**config.mk**
```make
export PLATFORM = sky130hd
export DESIGN_NAME = asfc_fifo_ctrl
export DESIGN_NICKNAME = d
export VERILOG_FILES = /design/src/verilog/asfc_pkg.sv /design/src/verilog/asfc_sample_mem.sv /design/src/verilog/asfc_sticky_flags.sv /design/src/verilog/asfc_fifo_ctrl.sv
export VERILOG_INCLUDE_DIRS = /design/src /design/src/verilog
export SDC_FILE = /design/constraint.sdc
export NUM_CORES = 2
export LEC_CHECK = 0
export BUFFER_PORTS_ARGS = -buffer_cell sky130_fd_sc_hd__buf_2
export CORE_UTILIZATION = 68
export CTS_CLUSTER_SIZE = 20
export DETAILED_ROUTE_END_ITERATION = 16
export PLACE_DENSITY = 0.87
export SKIP_LAST_GASP = 1
export SYNTH_ARGS = -nofsm -noshare
export SYNTH_HDL_FRONTEND = slang
export SYNTH_SLANG_ARGS = --single-unit
export TNS_END_PERCENT = 100
```
**constraint.sdc**
```tcl
create_clock -name mclk -period 8.64 [get_ports mclk]
set_input_delay 0.864 -clock mclk [delete_from_list [all_inputs] [get_ports mclk]]
set_output_delay 0.864 -clock mclk [all_outputs]
set_load 0.03 [all_outputs]
```
**src/verilog/asfc_defines.svh**
```systemverilog
`ifndef ASFC_DEFINES_SVH
`define ASFC_DEFINES_SVH
// Register port geometry
`define ASFC_ADDR_W 8
`define ASFC_REG_W 24
// Register offsets
`define ASFC_OFF_DATA 8'h04
`define ASFC_OFF_CTRL 8'h3A
`define ASFC_OFF_FSTAT 8'h3B
`define ASFC_OFF_FDATA 8'h3C
`define ASFC_OFF_ISTAT 8'h3D
`define ASFC_OFF_ICLR 8'h3E
// Control register reset value and writable bits (23:20 stay zero)
`define ASFC_CTRL_RESET 24'h040200
`define ASFC_CTRL_WMASK 24'h0FFFFF
// Control field positions
`define ASFC_MODE_HI 17
`define ASFC_MODE_LO 16
`define ASFC_EN_HI 14
`define ASFC_EN_LO 8
`define ASFC_THR_HI 7
`define ASFC_THR_LO 0
// Event bit positions, shared by status, clear and enable field
`define ASFC_EV_DRAIN 0
`define ASFC_EV_WMARK 1
`define ASFC_EV_OVR 2
`define ASFC_EV_LOW 3
`define ASFC_EV_HIGH 4
`define ASFC_EV_FETCH 5
`define ASFC_EV_STORE 6
`define ASFC_EV_N 7
// Sizing defaults
`define ASFC_DEPTH 256
`define ASFC_DATA_W 16
`define ASFC_THR_ZERO_N 256
`define ASFC_LOW_LEVEL 64
`define ASFC_HIGH_LEVEL 192
`endif

```
**src/verilog/asfc_pkg.sv**
```systemverilog
`default_nettype none
package asfc_pkg;
    // Operating mode, one-hot
    typedef enum logic [2:0] {
        ASFC_MODE_OFF = 3'h1,
        ASFC_MODE_FILL = 3'h2,
        ASFC_MODE_STREAM = 3'h4
    } asfc_mode_t;

    // Two-bit mode field to mode; both upper codes stream
    function automatic asfc_mode_t asfc_decode_mode(input logic [1:0] f);
        case (f)
            2'h0: asfc_decode_mode = ASFC_MODE_OFF;
            2'h1: asfc_decode_mode = ASFC_MODE_FILL;
            default: asfc_decode_mode = ASFC_MODE_STREAM;
        endcase
    endfunction : asfc_decode_mode
endpackage : asfc_pkg
`default_nettype wire

```
**src/verilog/asfc_sample_mem.sv**
```systemverilog
`default_nettype none
module asfc_sample_mem #(
    parameter int DEPTH = 256,
    parameter int WIDTH = 16
) (
    input wire logic mclk,
    input wire logic wr_en,
    input wire logic [$clog2(DEPTH)-1:0] wr_addr,
    input wire logic [WIDTH-1:0] wr_data,
    input wire logic [$clog2(DEPTH)-1:0] rd_addr,
    output logic [WIDTH-1:0] rd_data
);
    // Sample storage; no reset, contents are only valid below the count
    logic [WIDTH-1:0] mem_q [DEPTH];

    // Head of queue is always visible, so a pop needs no extra cycle
    assign rd_data = mem_q[rd_addr];

    // Single write port
    always_ff @(posedge mclk) begin
        if (wr_en) begin
            mem_q[wr_addr] <= wr_data;
        end
    end
endmodule : asfc_sample_mem
`default_nettype wire

```
**src/verilog/asfc_sticky_flags.sv**
```systemverilog
`default_nettype none
module asfc_sticky_flags #(
    parameter int N = 7
) (
    input wire logic mclk,
    input wire logic rst_n,
    input wire logic [N-1:0] set,
    input wire logic [N-1:0] clr,
    output logic [N-1:0] flags_q
);
    // Set wins over clear, so an event in the clearing cycle survives
    always_ff @(posedge mclk) begin
        if (!rst_n) begin
            flags_q <= '0;
        end else begin
            flags_q <= (flags_q & ~clr) | set;
        end
    end
endmodule : asfc_sticky_flags
`default_nettype wire

```
**src/verilog/asfc_fifo_ctrl.sv**
```systemverilog
`include "asfc_defines.svh"
`default_nettype none
module asfc_fifo_ctrl
    import asfc_pkg::*;
#(
    parameter int DEPTH = `ASFC_DEPTH,
    parameter int DATA_W = `ASFC_DATA_W,
    parameter int LOW_LEVEL = `ASFC_LOW_LEVEL,
    parameter int HIGH_LEVEL = `ASFC_HIGH_LEVEL
) (
    input wire logic mclk,
    input wire logic rst_n,
    input wire logic conv_valid,
    input wire logic [DATA_W-1:0] conv_data,
    input wire logic [`ASFC_ADDR_W-1:0] reg_addr,
    input wire logic [`ASFC_REG_W-1:0] reg_wdata,
    input wire logic reg_wr,
    input wire logic reg_rd,
    output logic [`ASFC_REG_W-1:0] reg_rdata_q,
    output logic irq
);
    localparam int PW = $clog2(DEPTH);
    localparam int CW = PW + 1;
    localparam int NEV = `ASFC_EV_N;

    // Refuse sizes the counters and threshold decode cannot serve
    if (DEPTH < `ASFC_THR_ZERO_N || (DEPTH & (DEPTH - 1)) != 0)
    begin : g_bad_depth
        $error("DEPTH must be a power of two, at least 256");
    end
    if (DATA_W < 1 || DATA_W > `ASFC_REG_W) begin : g_bad_width
        $error("DATA_W must lie between 1 and 24");
    end
    if (LOW_LEVEL < 1 || HIGH_LEVEL > DEPTH || LOW_LEVEL >= HIGH_LEVEL)
    begin : g_bad_levels
        $error("Levels must satisfy 1 <= LOW < HIGH <= DEPTH");
    end

    localparam logic [CW-1:0] DEPTH_C = CW'(DEPTH);
    localparam logic [CW-1:0] LOW_C = CW'(LOW_LEVEL);
    localparam logic [CW-1:0] HIGH_C = CW'(HIGH_LEVEL);
    localparam logic [CW-1:0] ZERO_N = CW'(`ASFC_THR_ZERO_N);

    // Control register and its next value
    logic [`ASFC_REG_W-1:0] ctrl_q;
    logic [`ASFC_REG_W-1:0] ctrl_d;
    // Occupancy, pointers and fill-mode hold
    logic [CW-1:0] count_q;
    logic [CW-1:0] count_d;
    logic [PW-1:0] wr_ptr_q;
    logic [PW-1:0] rd_ptr_q;
    logic hold_q;
    logic hold_d;
    // Latest conversion for the FIFO-off data register
    logic [DATA_W-1:0] data_q;
    // Sticky interrupt status and its enable field
    logic [NEV-1:0] irq_stat_q;
    logic [NEV-1:0] irq_en;
    logic [NEV-1:0] ev_set;
    logic [NEV-1:0] irq_clr;
    // Memory head and read mux
    logic [DATA_W-1:0] head_data;
    logic [`ASFC_REG_W-1:0] rd_mux;

    // Address decode
    wire hit_ctrl = (reg_addr == `ASFC_OFF_CTRL);
    wire hit_fdata = (reg_addr == `ASFC_OFF_FDATA);
    wire hit_iclr = (reg_addr == `ASFC_OFF_ICLR);
    wire wr_ctrl = reg_wr && hit_ctrl;
    wire pop_req = reg_rd && hit_fdata;

    // Mode decode from the two-bit field
    wire asfc_mode_t mode =
        asfc_decode_mode(ctrl_q[`ASFC_MODE_HI:`ASFC_MODE_LO]);
    wire mode_off = (mode == ASFC_MODE_OFF);
    wire mode_fill = (mode == ASFC_MODE_FILL);
    wire mode_stream = (mode == ASFC_MODE_STREAM);

    // Threshold code 0 stands for a whole 256-entry target
    wire [7:0] thr_code = ctrl_q[`ASFC_THR_HI:`ASFC_THR_LO];
    // Code 1 is still served literally; its watermark fires each time the count rises from 0 to 1
    wire [CW-1:0] thr_n =
        (thr_code == 8'h00) ? ZERO_N : CW'(thr_code);

    // Enables sit at bits 14:8 in event order
    assign irq_en = ctrl_q[`ASFC_EN_HI:`ASFC_EN_LO];

    // Occupancy conditions
    wire fifo_empty = (count_q == '0);
    wire fifo_full = (count_q == DEPTH_C);
    // Fill mode treats the FIFO as full from target until drained
    wire fill_block = hold_q || (count_q >= thr_n);

    // A conversion is stored in stream mode, and in fill mode unless blocked; never while off
    wire accept = conv_valid &&
        (mode_stream || (mode_fill && !fill_block));
    // Stream mode overwrites: the oldest entry leaves with no read
    wire drop_old = conv_valid && mode_stream && fifo_full;
    // A fill-mode conversion that finds the FIFO held is lost
    wire fill_lost = conv_valid && mode_fill && fill_block;
    // A conversion in the same cycle wins the port; the read fails
    wire pop_ok = pop_req && !fifo_empty && !conv_valid && !mode_off;
    wire pop_fail = pop_req && !pop_ok;
    wire rd_adv = pop_ok || drop_old;

    // Next occupancy; turning the FIFO off flushes it
    always_comb begin
        count_d = count_q;
        if (mode_off) begin
            count_d = '0;
        end else begin
            count_d = count_q + CW'(accept) - CW'(rd_adv);
        end
    end

    // Hold is taken at the target and let go only once emptied
    always_comb begin
        hold_d = hold_q;
        if (mode_off || count_d == '0) begin
            hold_d = 1'b0;
        end else if (mode_fill && accept && count_d == thr_n) begin
            hold_d = 1'b1;
        end
    end

    // Event pulses into the sticky status
    always_comb begin
        ev_set = '0;
        ev_set[`ASFC_EV_DRAIN] = !fifo_empty && (count_d == '0);
        ev_set[`ASFC_EV_WMARK] = accept && (count_d == thr_n) &&
            (count_q != thr_n);
        ev_set[`ASFC_EV_OVR] = drop_old || fill_lost;
        ev_set[`ASFC_EV_LOW] = (count_q >= LOW_C) && (count_d < LOW_C);
        ev_set[`ASFC_EV_HIGH] = (count_q < HIGH_C) && (count_d >= HIGH_C);
        ev_set[`ASFC_EV_FETCH] = pop_fail;
        ev_set[`ASFC_EV_STORE] = fill_lost;
    end

    // Write-one-to-clear through the clear register
    assign irq_clr = (reg_wr && hit_iclr) ? reg_wdata[NEV-1:0] : '0;

    // Control register; reserved bit 15 is plain storage
    assign ctrl_d = wr_ctrl ?
        (reg_wdata & `ASFC_CTRL_WMASK) : ctrl_q;

    // Control register update; enable field resets to 0x02
    always_ff @(posedge mclk) begin
        if (!rst_n) begin
            ctrl_q <= `ASFC_CTRL_RESET;
        end else begin
            ctrl_q <= ctrl_d;
        end
    end

    // Occupancy, hold and pointers
    always_ff @(posedge mclk) begin
        if (!rst_n) begin
            count_q <= '0;
            hold_q <= 1'b0;
            wr_ptr_q <= '0;
            rd_ptr_q <= '0;
        end else if (mode_off) begin
            // Flush so a later mode starts from an empty FIFO
            count_q <= '0;
            hold_q <= 1'b0;
            wr_ptr_q <= '0;
            rd_ptr_q <= '0;
        end else begin
            count_q <= count_d;
            hold_q <= hold_d;
            wr_ptr_q <= wr_ptr_q + PW'(accept);
            rd_ptr_q <= rd_ptr_q + PW'(rd_adv);
        end
    end

    // FIFO-off data register keeps the newest conversion
    always_ff @(posedge mclk) begin
        if (!rst_n) begin
            data_q <= '0;
        end else if (conv_valid && mode_off) begin
            data_q <= conv_data;
        end
    end

    // Sample storage
    asfc_sample_mem #(
        .DEPTH(DEPTH),
        .WIDTH(DATA_W)
    ) u_mem (
        .mclk(mclk),
        .wr_en(accept),
        .wr_addr(wr_ptr_q),
        .wr_data(conv_data),
        .rd_addr(rd_ptr_q),
        .rd_data(head_data)
    );

    // Sticky status for all seven events
    asfc_sticky_flags #(
        .N(NEV)
    ) u_flags (
        .mclk(mclk),
        .rst_n(rst_n),
        .set(ev_set),
        .clr(irq_clr),
        .flags_q(irq_stat_q)
    );

    // One level output, each flag gated by its own enable bit
    wire [NEV-1:0] irq_gated = irq_stat_q & irq_en;
    assign irq = |irq_gated;

    // Read mux; unmapped and write-only addresses read as zero
    always_comb begin
        rd_mux = '0;
        case (reg_addr)
            `ASFC_OFF_CTRL: rd_mux = ctrl_q;
            `ASFC_OFF_DATA: rd_mux = `ASFC_REG_W'(data_q);
            `ASFC_OFF_FSTAT: rd_mux = `ASFC_REG_W'({hold_q, fifo_full,
                fifo_empty, count_q});
            `ASFC_OFF_FDATA: rd_mux = fifo_empty ? '0 :
                `ASFC_REG_W'(head_data);
            `ASFC_OFF_ISTAT: rd_mux = `ASFC_REG_W'(irq_stat_q);
            default: rd_mux = '0;
        endcase
    end

    // Read data stand only in the cycle after the strobe
    always_ff @(posedge mclk) begin
        if (!rst_n) begin
            reg_rdata_q <= '0;
        end else if (reg_rd) begin
            reg_rdata_q <= rd_mux;
        end else begin
            reg_rdata_q <= '0;
        end
    end
endmodule : asfc_fifo_ctrl
`default_nettype wire

```
==> run_results.csv, run 1 <==
group,metric,value,unit
die,die_w,489,um
grt,antenna_found_initial,119,
yosys,synth_mux_area_frac,0.171,
cts,cts_sinks,4185,
die,die_y,489,um
yosys,netlist_instances,7111,
placed_design,dp_hpwl,277000,um
yosys,synthSimpleGateAreaFrac,0.0191,
die,pin_count,78,
die,initial_core_util,0.686,
cts,cts_resized,0,
yosys,yosys.area.top_type_share,0.761,
yosys,yosys.area.top_type,"edfxtp_1",
cts,clockBufferDepth,4,
cts,hold_buffers,0,
yosys,ys_ff_latch,4185,
cts,cts_buffers,397,
yosys,syn-mean-instance-area,22.7,um^2
outcome,haltStage,"global routing (5_1_grt)",
cts,postCtsSetupBuffers,0,
yosys,yosysWarnings,0,
yosys,syn_area,162000,um^2
yosys,synth_top_family_by_area,"multiplexers",
yosys,synth_area_leaders,"edfxtp_1 76%, mux4_2 16%, dfxtp_1 1.1%",
yosys,ys_types,79,
cts,root_buffer,"clkbuf_16",
yosys,ys_seq_area_frac,0.772,
yosys,synth-xor-area-share,0.00103,
outcome,status,"aborted with a tool error",
yosys,dominantRegCellSynth,"edfxtp_1",
yosys,postSynth.asyncResetShare,0,
yosys,synth_edf_count,4096,
placed_design,port_buffers,69,
die,row_count,178,
yosys,synth_most_common_cell,"edfxtp_1",
outcome,error_line,"[ERROR GRT-0183] Net u_mem.mem_q\\[60\\]\\[9\\]: the 3D maze router ran out of legal paths (heap underflow) - the net is boxed in by local congestion or blockages.",
yosys,synth.top_cells.by_count,"4,096 x edfxtp_1, 1,180 x mux4_2, 333 x nor2_1",
placed_design,gp_congestion,0.937,
cts,htree_levels,5,
yosys,synth_compound_area_frac,0.0196,
yosys,synthAdderAreaFrac,0.00222,
grt,grt_start_max_net_pins,177,
-- stage by stage --
step	setup WS (ps)	hold WS (ps)	util	instance area, um^2	instances
4_1_cts	2190	66.2	0.760	179000	10917
3_5_place_dp	2640	451	0.708	167000	10217
3_3_place_gp	2550	445	0.708	167000	10217
2_1_floorplan	3520	430	-	162000	7114
-- kinds of logic after synthesis --
family                   Yosys count
AND/OR/NAND/NOR                  704
adder cells (fa/ha/maj)           28
multiplexers                    1289
buffers and inverters            439
XOR/XNOR                          19
AO/OA/AOI/OAI                    446
flip-flops                      4185
other                              1
==> run 2: changes to the inputs <==
--- a/config.mk
+++ b/config.mk
@@ -7,10 +7,9 @@
 export NUM_CORES = 2
 export LEC_CHECK = 0
 export BUFFER_PORTS_ARGS = -buffer_cell sky130_fd_sc_hd__buf_2
-export CORE_UTILIZATION = 68
-export CTS_CLUSTER_SIZE = 20
+export CORE_UTILIZATION = 40
 export DETAILED_ROUTE_END_ITERATION = 16
-export PLACE_DENSITY = 0.87
+export PLACE_DENSITY_LB_ADDON = 0.15
 export SKIP_LAST_GASP = 1
 export SYNTH_ARGS = -nofsm -noshare
 export SYNTH_HDL_FRONTEND = slang
==> run_results.csv, run 2 <==
group,metric,value,unit
grt,antenna_found_initial,23,
critical_path,cp-start-kind,"flop",
yosys,yosys.area.top_type_share,0.761,
placed_design,place_area,170000,um^2
yosys,syn_area,162000,um^2
sta,setup_viol,0,
die,pin_count,78,
die,row_count,232,
cells_and_area,top_register,"u_mem.mem_q",
die,die_y,637,um
sta,slew_headroom,0.0371,
pwr,p_leak,54.6,nW
grt,grt_pass1_vias,78040,
hold_path,hp-class,"in2reg",
cells_and_area,layout.cells.most_common,"edfxtp_1",
hold_path,hold_depth,3,
cells_and_area,final_cell_mix,"4,096 x edfxtp_1, 1,180 x mux4_2, 438 x clkbuf_16",
pwr,vdd_drop_max,0.164,mV
critical_path,reg2regPathDepth,21,
critical_path,cp_max_fo,23,
cts,cts_tree,"done",
sta,setup_tns,0,ps
yosys,yosys.area.top_type,"edfxtp_1",
placed_design,gp_congestion,0.882,
grt,overflow,0,
cts,clockBufferDepth,4,
die,initial_core_util,0.403,
cells_and_area,stdcell_area,184000,um^2
grt,grt_start_max_net_pins,147,
sta,post-route-period-util,0.715,
cts,cts_buffers,434,
yosys,synth_area_leaders,"edfxtp_1 76%, mux4_2 16%, dfxtp_1 1.1%",
drt,vias,77750,
sta,fmax,162,MHz
yosys,dominantRegCellSynth,"edfxtp_1",
drt,viasPerCell,5.91,
critical_path,cp_data_arrival_time,7120,ps
critical_path,endpoint_kind,"flop",
cells_and_area,fin_util,0.459,
cells_and_area,multiInputGateArea,35300,um^2
grt,gr-usage-all-layers,0.224,
cts,cts_sinks,4185,
critical_path,critPathRequiredTime,9580,ps
sta,fin_skew,70.9,ps
drt,drt_iter0_drc,9260,
drt,drc,0,
sta,rsz0062_at_grt,"no",
job,cap_violations,0,
yosys,ys_ff_latch,4185,
cells_and_area,drive_gt1_frac,0.309,
cells_and_area,fin_cells,13166,
yosys,postSynth.asyncResetShare,0,
yosys,ys_types,79,
critical_path,critPathKind,"reg2reg",
yosys,synth_edf_count,4096,
cells_and_area,layout.nets,7605,
cells_and_area,fillers,33200,
placed_design,dp_hpwl,264000,um
outcome,status,"finished clean",
yosys,ys_seq_area_frac,0.772,
yosys,syn-mean-instance-area,22.7,um^2
drt,wl_per_cell,34.9,um
placed_design,port_buffers,69,
sta,slew_viol_final,0,
cells_and_area,final-seq-area,125000,um^2
sta,hold_violations,0,
die,fp.coreArea,401000,um^2
grt,grt_pass1_wl,635000,um
cts,insertion_delay,1010,ps
drt,route.antenna.remaining_nets,0,
sta,worstMarginPinSlew,1430,ps
sta,period_minus_slack,6180,ps
drt,totalWireLength,459000,um
cells_and_area,reg_top3,"u_mem.mem_q x4096, ctrl_q x20, reg_rdata_q x20",
yosys,synth_most_common_cell,"edfxtp_1",
cells_and_area,largest_reg_flops,4096,
cts,clkTransAtPathRegs,60,ps
yosys,netlist_instances,7111,
cts,htree_levels,5,
die,die_w,637,um
pwr,powerDensity,224,nW/um^2
placed_design,place_inst,12351,
yosys,synth.top_cells.by_count,"4,096 x edfxtp_1, 1,180 x mux4_2, 333 x nor2_1",
drt,firstDrtPassIters,7,
cts,cts_resized,0,
cells_and_area,area_delta_synth_final,13.9,%
cts,root_buffer,"clkbuf_16",
die,dieArea,406000,um^2
yosys,yosysWarnings,0,
==> run 2: cell counts after synthesis <==
No cell type changed its count.
==> run 2: worst paths after layout <==
check	startpoint	endpoint	slack (ps)
max	ctrl_q[3]	u_flags.flags_q[0]	2460
max reg2reg	ctrl_q[3]	u_flags.flags_q[0]	2460
min reg2reg	ctrl_q[19]	reg_rdata_q[19]	450
min	reg_wdata[17]	ctrl_q[17]	110
==> run 2: cell families after synthesis <==
kind of cell,after synthesis,share of synthesized area
buffers and inverters,439,0.0142
XOR/XNOR,19,0.00103
flip-flops,4185,0.772
AO/OA/AOI/OAI,446,0.0196
adder cells (fa/ha/maj),28,0.00222
multiplexers,1289,0.171
other,1,0.0000232
AND/OR/NAND/NOR,704,0.0191
==> run 2: layout make-up <==
type,instances,area share
diodes,8,0.000109
clock buffers,551,0.0627
clock inverters,254,0.0132
inverters,31,0.000646
multi-input cells,2490,0.192
flip-flops and latches,4185,0.678
well taps,5265,0.0358
repair buffers,382,0.0175
==> run 2: what timing repair did <==
| action | 4_1_cts | 5_1_grt |
|---|---|---|
| hold endpoints to repair | 2 | 0 |
| hold buffers | 2 | 0 |
| setup endpoints to repair | 0 | 0 |
| setup buffers | 0 | 0 |
==> run 2: per-stage QoR <==
step / total power [mW] / hold WS [ps] / setup WS [ps]
6_report: 41.1 / 111 / 2460
3_5_place_dp: 23.1 / 443 / 2650
2_1_floorplan: 22.7 / 430 / 3520
5_1_grt: 42.2 / 86.6 / 2170
4_1_cts: 41.5 / 29.3 / 2600
3_3_place_gp: 23.1 / 440 / 2440
==> run 2: where the power goes <==
group	internal, mW	total [mW]	switching (mW)
logic	0.0318	0.402	0.370
clock network	10.6	18.5	7.90
registers	22.3	22.3	0.00244
total	32.9	41.1	8.27
==> run 2: worst max-delay path: stages, from the launching register on <==
cell and delay (ps):
dfxtp_1 360, nor4_1 280, nand4_1 270, ha_1 290, nor4_1 380, inv_1 90
o32ai_1 190, inv_1 130, a21oi_4 150, buf_4 520, nor2_1 240, ha_1 350
inv_1 40, ha_1 210, fa_1 460, a211o_1 330, a31o_2 280, a31o_2 270
xor2_1 260, a31oi_1 200, or4b_2 670, a21oi_1 140
==> run 2: per-layer routing <==
| metal | up-vias | share of wire | track usage |
|---|---|---|---|
| li1 | 31151 | - | - |
| met1 | 42799 | 0.43 | 0.326 |
| met2 | 3206 | 0.46 | 0.346 |
| met3 | 592 | 0.080 | 0.0445 |
| met4 | 2 | 0.029 | 0.0595 |
| met5 | - | 0.000028 | 0 |
(Power assumes the default switching activity.)
